### config.mk
export PLATFORM = sky130hd
export DESIGN_NAME = tw_mrx
export DESIGN_NICKNAME = d
export VERILOG_FILES = /design/src/common/tw_pkg.sv /design/src/rtl/tw_mrx.sv
export VERILOG_INCLUDE_DIRS = /design/src /design/src/common
export SDC_FILE = /design/constraint.sdc
export NUM_CORES = 1
export LEC_CHECK = 0
export BUFFER_PORTS_ARGS = -buffer_cell sky130_fd_sc_hd__buf_4
export CORE_ASPECT_RATIO = 0.7
export CORE_MARGIN = 5
export CORE_UTILIZATION = 55
export CTS_BUF_LIST = sky130_fd_sc_hd__clkbuf_4
export DETAILED_ROUTE_END_ITERATION = 10
export GPL_TIMING_DRIVEN = 0
export PLACE_DENSITY_LB_ADDON = 0.15
export SLEW_MARGIN = 20
export SYNTH_ARGS = -nofsm -noshare
export SYNTH_HDL_FRONTEND = slang
export SYNTH_SLANG_ARGS = --single-unit
### constraint.sdc
create_clock -name i_mclk -period 2.8 [get_ports i_mclk]
set_input_delay 0.14 -clock i_mclk [delete_from_list [all_inputs] [get_ports i_mclk]]
set_output_delay 0.14 -clock i_mclk [all_outputs]
set_load 0.01 [all_outputs]
### src/common/tw_map.svh
// Purpose: constants of the two-wire master receiver
// Assumes: 32-bit apb, byte-wide registers in low bits
// Notes: offsets are byte addresses
`ifndef TW_MAP_SVH
`define TW_MAP_SVH
`define TW_OFS_CTRL   8'h00
`define TW_OFS_STAT   8'h04
`define TW_OFS_DATA   8'h08
// control bit positions
`define TW_B_FLAG     7
`define TW_B_ACK      6
`define TW_B_STA      5
`define TW_B_STO      4
`define TW_B_WCOL     3
`define TW_B_EN       2
`define TW_B_IE       0
// status codes, prescaler bits zero
`define TW_S_START    8'h08
`define TW_S_RSTART   8'h10
`define TW_S_TXAACK   8'h18
`define TW_S_TXANAK   8'h20
`define TW_S_LOST     8'h38
`define TW_S_RXAACK   8'h40
`define TW_S_RXANAK   8'h48
`define TW_S_DACK     8'h50
`define TW_S_DNAK     8'h58
`define TW_S_NONE     8'hF8
// quarter bit time and clock period
`define TW_QTR_NS     2500
`define TW_CLK_PS     8000
`define TW_QTR_CYC    ((`TW_QTR_NS * 1000) / `TW_CLK_PS)
`define TW_LAST_BIT   4'h8
`endif

### src/common/tw_pkg.sv
// Purpose: types of the two-wire master receiver
// Assumes: constants come from tw_map.svh
// Notes: whole module state is one packed struct
`default_nettype none
package tw_pkg;
  typedef enum logic [2:0] {
    ST_IDLE, ST_START, ST_BIT, ST_STOP, ST_HOLD, ST_LOST
  } tw_state_t;

  typedef struct packed {
    tw_state_t   st;
    logic [1:0]  q;
    logic [15:0] cnt;
    logic [3:0]  bitn;
    logic [7:0]  sh;
    logic        ackbit;
    logic        addr_ph;
    logic        rxm;
    logic        rs;
    logic        scl_oe_n;
    logic        sda_oe_n;
    logic        flag;
    logic        ack_en;
    logic        sta;
    logic        sto;
    logic        wcol;
    logic        en;
    logic        ie;
    logic [7:0]  code;
    logic [7:0]  data;
    logic        busy;
    logic        scl_m;
    logic        scl_s;
    logic        sda_m;
    logic        sda_s;
    logic        sda_p;
    logic        pready;
    logic        pslverr;
    logic [31:0] prdata;
  } tw_regs_t;
endpackage
`default_nettype wire

### src/rtl/tw_mrx.sv
// Purpose: two-wire bus master receiver with apb registers
// Assumes: open-drain pins, pull-ups outside, apb master
// Notes: one quarter of a bus bit is QTR_CYC clocks
// What this block does
// - address direction bit picks receive or transmit
// - start request waits for idle bus
// - writing one to flag clears it, resumes
// - after START set flag, report 0x08
// - after read address report 0x38/0x40/0x48
// - received byte sits in data register
// - last wanted byte gets a not-acknowledge
// - from 0x40/0x50 receive next byte, ack per enable
// - stop request sends STOP, clears stop bit
// - start request after flag gives repeated START 0x10
// - both requests give STOP then START
// - write address at 0x10 goes transmit
// - lost arbitration reports 0x38, releases bus
// - unacknowledged read address reports 0x48, no data
// - byte acked gives 0x50, else 0x58
// - data write with flag low sets collision
`timescale 1ns/1ps
`default_nettype none
`include "tw_map.svh"
module tw_mrx #(
  parameter logic [15:0] QTR_CYC = 16'(`TW_QTR_CYC)
) (
  input  wire logic        i_mclk,
  input  wire logic        i_sys_rst,
  input  wire logic        i_psel,
  input  wire logic        i_penable,
  input  wire logic        i_pwrite,
  input  wire logic [7:0]  i_paddr,
  input  wire logic [31:0] i_pwdata,
  output logic      [31:0] o_prdata,
  output logic             o_pready,
  output logic             o_pslverr,
  input  wire logic        i_scl,
  output logic             o_scl,
  output logic             o_scl_oe_n,
  input  wire logic        i_sda,
  output logic             o_sda,
  output logic             o_sda_oe_n
);
  tw_pkg::tw_regs_t r;
  tw_pkg::tw_regs_t nxt;
  logic             acc;
  logic             tick;
  logic             own;

  // apb access completes on the edge where pready is high
  assign acc  = i_psel & i_penable & r.pready;
  assign tick = (r.cnt == QTR_CYC - 16'h0001);
  // bits where a driven one can lose arbitration
  assign own  = r.addr_ph ? (r.bitn != `TW_LAST_BIT)
                          : (r.bitn == `TW_LAST_BIT);

  // next state of everything
  always_comb begin
    nxt = r;
    // two-flop synchronisers for the pins
    nxt.scl_m = i_scl;
    nxt.scl_s = r.scl_m;
    nxt.sda_m = i_sda;
    nxt.sda_s = r.sda_m;
    nxt.sda_p = r.sda_s;
    // bus busy from start and stop conditions seen on the wires
    if (r.scl_s && r.sda_p && !r.sda_s) begin
      nxt.busy = 1'b1;
    end
    if (r.scl_s && !r.sda_p && r.sda_s) begin
      nxt.busy = 1'b0;
    end
    // one wait state keeps every apb output a flop
    nxt.pready  = i_psel & i_penable & !r.pready;
    nxt.pslverr = 1'b0;
    nxt.prdata  = 32'h0000_0000;
    if (i_psel && i_penable && !r.pready) begin
      case (i_paddr)
        `TW_OFS_CTRL: nxt.prdata[7:0] = {r.flag, r.ack_en, r.sta, r.sto,
                                         r.wcol, r.en, 1'b0, r.ie};
        `TW_OFS_STAT: nxt.prdata[7:0] = r.code;
        `TW_OFS_DATA: nxt.prdata[7:0] = r.data;
        default:      nxt.pslverr     = 1'b1;
      endcase
    end
    // register writes; hardware sets below win over clears
    if (acc && i_pwrite) begin
      case (i_paddr)
        `TW_OFS_CTRL: begin
          nxt.ack_en = i_pwdata[`TW_B_ACK];
          nxt.sta    = i_pwdata[`TW_B_STA];
          nxt.sto    = i_pwdata[`TW_B_STO];
          nxt.en     = i_pwdata[`TW_B_EN];
          nxt.ie     = i_pwdata[`TW_B_IE];
          if (i_pwdata[`TW_B_FLAG]) begin
            nxt.flag = 1'b0;
          end
        end
        `TW_OFS_DATA: begin
          if (r.flag) begin
            nxt.data = i_pwdata[7:0];
            nxt.wcol = 1'b0;
          end else begin
            nxt.wcol = 1'b1;
          end
        end
        default: ;
      endcase
    end
    // quarter-bit timer; in q1 it waits for a stretched clock
    if (r.st == tw_pkg::ST_IDLE || r.st == tw_pkg::ST_HOLD ||
        r.st == tw_pkg::ST_LOST) begin
      nxt.cnt = 16'h0000;
      nxt.q   = 2'h0;
    end else if (r.q == 2'h1 && !r.scl_s) begin
      nxt.cnt = 16'h0000;
    end else if (tick) begin
      nxt.cnt = 16'h0000;
      nxt.q   = r.q + 2'h1;
    end else begin
      nxt.cnt = r.cnt + 16'h0001;
    end
    // bus sequencer
    case (r.st)
      tw_pkg::ST_IDLE: begin
        nxt.scl_oe_n = 1'b1;
        nxt.sda_oe_n = 1'b1;
        if (r.en && r.sta && !r.busy && !r.flag) begin
          nxt.st = tw_pkg::ST_START;
          nxt.rs = 1'b0;
        end
      end
      tw_pkg::ST_START: begin
        case (r.q)
          2'h0: nxt.sda_oe_n = 1'b1;
          2'h1: nxt.scl_oe_n = 1'b1;
          2'h2: nxt.sda_oe_n = 1'b0;
          default: nxt.scl_oe_n = 1'b0;
        endcase
        if (tick && r.q == 2'h3) begin
          nxt.st   = tw_pkg::ST_HOLD;
          nxt.flag = 1'b1;
          nxt.code = r.rs ? `TW_S_RSTART : `TW_S_START;
        end
      end
      tw_pkg::ST_BIT: begin
        case (r.q)
          2'h0: begin
            nxt.scl_oe_n = 1'b0;
            if (r.addr_ph) begin
              nxt.sda_oe_n = (r.bitn == `TW_LAST_BIT) | r.sh[7];
            end else begin
              nxt.sda_oe_n = (r.bitn != `TW_LAST_BIT) | !r.ack_en;
            end
          end
          2'h1: nxt.scl_oe_n = 1'b1;
          default: nxt.scl_oe_n = (r.q != 2'h3);
        endcase
        if (tick && r.q == 2'h1) begin
          if (r.bitn == `TW_LAST_BIT) begin
            nxt.ackbit = r.sda_s;
          end else begin
            nxt.sh = {r.sh[6:0], r.sda_s};
          end
          if (own && r.sda_oe_n && !r.sda_s) begin
            nxt.st       = tw_pkg::ST_LOST;
            nxt.flag     = 1'b1;
            nxt.code     = `TW_S_LOST;
            nxt.scl_oe_n = 1'b1;
            nxt.sda_oe_n = 1'b1;
          end
        end
        if (tick && r.q == 2'h3) begin
          nxt.bitn = r.bitn + 4'h1;
          if (r.bitn == `TW_LAST_BIT) begin
            nxt.st       = tw_pkg::ST_HOLD;
            nxt.flag     = 1'b1;
            nxt.sda_oe_n = 1'b1;
            if (r.addr_ph && r.rxm) begin
              nxt.code = r.ackbit ? `TW_S_RXANAK : `TW_S_RXAACK;
            end else if (r.addr_ph) begin
              nxt.code = r.ackbit ? `TW_S_TXANAK : `TW_S_TXAACK;
            end else begin
              nxt.data = r.sh;
              nxt.code = r.ackbit ? `TW_S_DNAK : `TW_S_DACK;
            end
          end
        end
      end
      tw_pkg::ST_STOP: begin
        case (r.q)
          2'h0: begin
            nxt.scl_oe_n = 1'b0;
            nxt.sda_oe_n = 1'b0;
          end
          2'h1: nxt.scl_oe_n = 1'b1;
          default: nxt.sda_oe_n = 1'b1;
        endcase
        if (tick && r.q == 2'h3) begin
          nxt.sto = 1'b0;
          nxt.rs  = 1'b0;
          nxt.st  = r.sta ? tw_pkg::ST_START : tw_pkg::ST_IDLE;
        end
      end
      tw_pkg::ST_HOLD: begin
        nxt.scl_oe_n = 1'b0;
        if (!r.flag) begin
          nxt.bitn = 4'h0;
          if (r.sto) begin
            nxt.st = tw_pkg::ST_STOP;
          end else if (r.sta) begin
            nxt.st = tw_pkg::ST_START;
            nxt.rs = 1'b1;
          end else if (r.code == `TW_S_START ||
                       r.code == `TW_S_RSTART) begin
            nxt.st      = tw_pkg::ST_BIT;
            nxt.addr_ph = 1'b1;
            nxt.sh      = r.data;
            nxt.rxm     = r.data[0];
          end else if (r.code == `TW_S_RXAACK ||
                       r.code == `TW_S_DACK) begin
            nxt.st      = tw_pkg::ST_BIT;
            nxt.addr_ph = 1'b0;
          end
        end
      end
      tw_pkg::ST_LOST: begin
        nxt.scl_oe_n = 1'b1;
        nxt.sda_oe_n = 1'b1;
        if (!r.flag) begin
          nxt.st = tw_pkg::ST_IDLE;
        end
      end
      default: nxt.st = tw_pkg::ST_IDLE;
    endcase
    // disabled interface lets go of the bus at once
    if (!r.en) begin
      nxt.st       = tw_pkg::ST_IDLE;
      nxt.scl_oe_n = 1'b1;
      nxt.sda_oe_n = 1'b1;
    end
    // synchronous reset values
    if (i_sys_rst) begin
      nxt          = '0;
      nxt.st       = tw_pkg::ST_IDLE;
      nxt.scl_oe_n = 1'b1;
      nxt.sda_oe_n = 1'b1;
      nxt.scl_m    = 1'b1;
      nxt.scl_s    = 1'b1;
      nxt.sda_m    = 1'b1;
      nxt.sda_s    = 1'b1;
      nxt.sda_p    = 1'b1;
      nxt.code     = `TW_S_NONE;
    end
  end

  // the single state register
  always_ff @(posedge i_mclk) begin
    r <= nxt;
  end

  // outputs straight from flops, o_scl and o_sda tied low; open drain only pulls low
  assign o_prdata   = r.prdata;
  assign o_pready   = r.pready;
  assign o_pslverr  = r.pslverr;
  assign o_scl      = 1'b0;
  assign o_sda      = 1'b0;
  assign o_scl_oe_n = r.scl_oe_n;
  assign o_sda_oe_n = r.sda_oe_n;
endmodule
`default_nettype wire

==> summary.txt <==
Pwr
  – Power Dens Cells: roughly 380 nW/um^2
  – Leak: between 1.5 and 2 nW
  – Max VDD drop: 0.309 mV

Worst setup path
  – Worst Path Max Fanout: 10
  – Crit start category: flop
  – RR Startpoint: r[101]
  – Setup CP Type: reg2reg
  – Crit path launch: r[101]
  – CP required: between 3000 and 4000 ps
  – RR Endpoint: r[42]
  – Worst EP arrival: approximately 2800 ps
  – Setup crit end kind: flop
  – Reg2reg path depth: 7
  – R2R Setup Slk: between 400 and 500 ps

Timing
  – Final hold viol count: 0
  – Final worst path period need: ~2400 ps
  – Fin Setup TNS: 0 ps
  – Worst rel slew slack: roughly 50%
  – Hold Worst Slack: approximately 36 ps
  – Worst-margin pin slew: around 750 ps
  – Final setup viols: 0
  – Skew final: between 15 and 20 ps
  – Crit share post-route: 85.7%
  – Fmax: around 420 MHz
  – RSZ-0062 raised after global routing: false
  – Final Max Tran Viols: 0

Yosys
  – Synth top area share: between 30% and 40%
  – Cells after synthesis: between 500 and 600
  – Cell taking the most area after synthesis: dfxtp_1
  – Netlist cell types: 63
  – Top post-synthesis cells by area: dfxtp_1 (36%), buf_4 (6.2%), nor2_1 (6.2%)
  – Synthesized area per cell: between 8 and 9 sq um
  – Register area share after synthesis: roughly 36%
  – EDFF count, synth: 0
  – Top FF cell, synth: dfxtp_1
  – Async S/R FF share, synth: 0%
  – Synthesized flop and latch total: 78
  – Cell Area, Synth: 4380 sq um
  – Yosys Warn Count: 0

Routing
  – DR DRC count: 0
  – Detailed Routing Iterations Pass 1: 5
  – WL final: between 10 and 15 mm
  – Vias post-DR: roughly 3900
  – DR iter-0 viols: between 300 and 400
  – Routed len/inst: between 15 and 20 um
  – Vias per inst: 5.47
  – DRT antenna net count: 0

Floorplan
  – DIE WIDTH: 117 um
  – Die ar.: ~9900 sq um
  – Number of I/O pins: between 80 and 90
  – Die Y: 84.6 um
  – Core Region: between 7000 and 8000 sq um
  – Num rows: 27
  – Initial core utilization: between 50% and 60%

Clock network
  – Hold Buf Count CTS: 10
  – Root buffer cell: clkbuf_4
  – Clk_lat worst skew: between 400 and 500 ps
  – CTS clk-pin slew, worst paths: 130 ps
  – Clk sinks: 78
  – CTS H-tree depth: 3
  – CTS tree: built
  – Bufs on Longest Clock Path: 2
  – Total CTS buffers: 9
  – Post-CTS Setup Bufs: 0
  – Post-CTS resize count: 0

Layout
  – Most frequent cells in the layout: dfxtp_1 (78), nor2_1 (72), buf_4 (70)
  – Final Net Count: 660
  – Commonest non-fill, non-tap cell in the layout: dfxtp_1
  – Layout area overhead: 16.5%
  – Share of layout cells above drive strength 1: 18.9%
  – Fill cell count: 685

Global route
  – Vias in the first global route: between 3000 and 4000
  – Remaining Overflow, GRT: 0
  – Largest net degree at the start of global routing: 14
  – Initial antenna violation count: 1
  – Gr usage total: 23.2%
  – First-pass GRT wire length: ~18 mm

Worst hold path
  – Hold Path Sink: r[62]
  – Worst Hold Class: in2reg
  – Worst hold path depth: 4
  – Hold path startpoint: i_pwdata[7]

Status
  – Status: complete, no violations

Place
  – Port bufs: 34
  – Gpl congestion: about 0.96
  – Final HPWL DP: ~8.3 mm

Job
  – Max Cap Viol: 0
==> synth_stat cells (3+ instances only) <==
| cell type | n |
|---|---|
| nand3b_1 | 4 |
| xnor2_1 | 8 |
| a211oi_1 | 11 |
| and2_1 | 6 |
| and4_1 | 3 |
| buf_2 | 3 |
| clkbuf_1 | 24 |
| xor2_1 | 12 |
| or3_1 | 3 |
| nand3_1 | 15 |
| or2_2 | 5 |
| a21boi_0 | 3 |
| nor2_1 | 72 |
| buf_4 | 36 |
| dfxtp_1 | 78 |
| ha_1 | 8 |
| a221oi_2 | 8 |
| and3_1 | 5 |
| mux2i_1 | 24 |
| nor2b_1 | 7 |
| nand2b_1 | 4 |
| inv_1 | 29 |
| a31oi_1 | 10 |
| o21ai_0 | 22 |
| nand4_1 | 9 |
| nor4_1 | 3 |
| nand2_1 | 22 |
| a21oi_1 | 30 |
| nor3_1 | 13 |
==> sequential cells by signal (all words and copies together) (netlist names) <==
| signal | count |
|---|---|
| o_pready | 1 |
| o_pslverr | 1 |
| o_prdata | 8 |
| r | 66 |
| o_sda_oe_n | 1 |
| o_scl_oe_n | 1 |
==> critical path, stage by stage, from the launching register on <==
cell      delay [ps]
dfxtp_1          320
buf_2            160
nor3b_2          570
nand2_1          270
or3_1            370
clkbuf_1         180
buf_2            210
a211oi_1         230
==> report_power, final <==
part	total, W	switching, W	internal (W)
clock network	0.000697	0.000419	0.000278
registers	0.00112	0.00000410	0.00111
logic	0.000124	0.0000581	0.0000655
total	0.00194	0.000482	0.00146
==> how the worst max path moves through the flow <==
stage / end
global placement: r[47]
CTS: r[74]
global route: r[45]
detailed placement: r[42]
floorplan: r[69]
finish: r[42]
==> layout make-up <==
| type | instances | area [sq um] | area share (%) |
|---|---|---|---|
| inverters | 29 | 109 | 2.14 |
| flip-flops and latches | 78 | 1560 | 30.6 |
| multi-input cells | 375 | 2390 | 46.8 |
| diodes | 1 | 2.50 | 0.0491 |
| repair buffers | 44 | 355 | 6.97 |
| well taps | 101 | 126 | 2.48 |
| plain buffers | 68 | 419 | 8.22 |
| clock inverters | 6 | 62.6 | 1.23 |
| clock buffers | 10 | 75.1 | 1.47 |
==> metal layers <==
metal / global-route usage [%] / wire length (um)
met1: 34.8 / 5270
met2: 32.5 / 4480
met3: 5.91 / 1050
met4: 7.08 / 189
met5: 0 / 0
==> cell families after synthesis <==
logic type                 share of synthesized area (%)
and+or+nand+nor                                     22.8
AOI/OAI and AO/OA                                   17.4
buffers and inverters                               12.1
DFF                                                 35.7
muxes                                               5.75
xor gates and xnor gates                            4.00
adders and majority gates                           2.29
other                                             0.0857
==> through the flow <==
stage               util [%]  instances  total power [W]  area (sq um)  setup WS (ps)
CTS                     65.2        711          0.00195          5090            414
finish                  65.3        712          0.00194          5100            400
global placement        62.2        685          0.00125          4850            439
detailed placement      62.2        685          0.00125          4850            449
global route            65.3        712          0.00201          5100            231
floorplan                  -        550          0.00121          4470            768
Note: power is estimated with default switching activity, not from simulation.
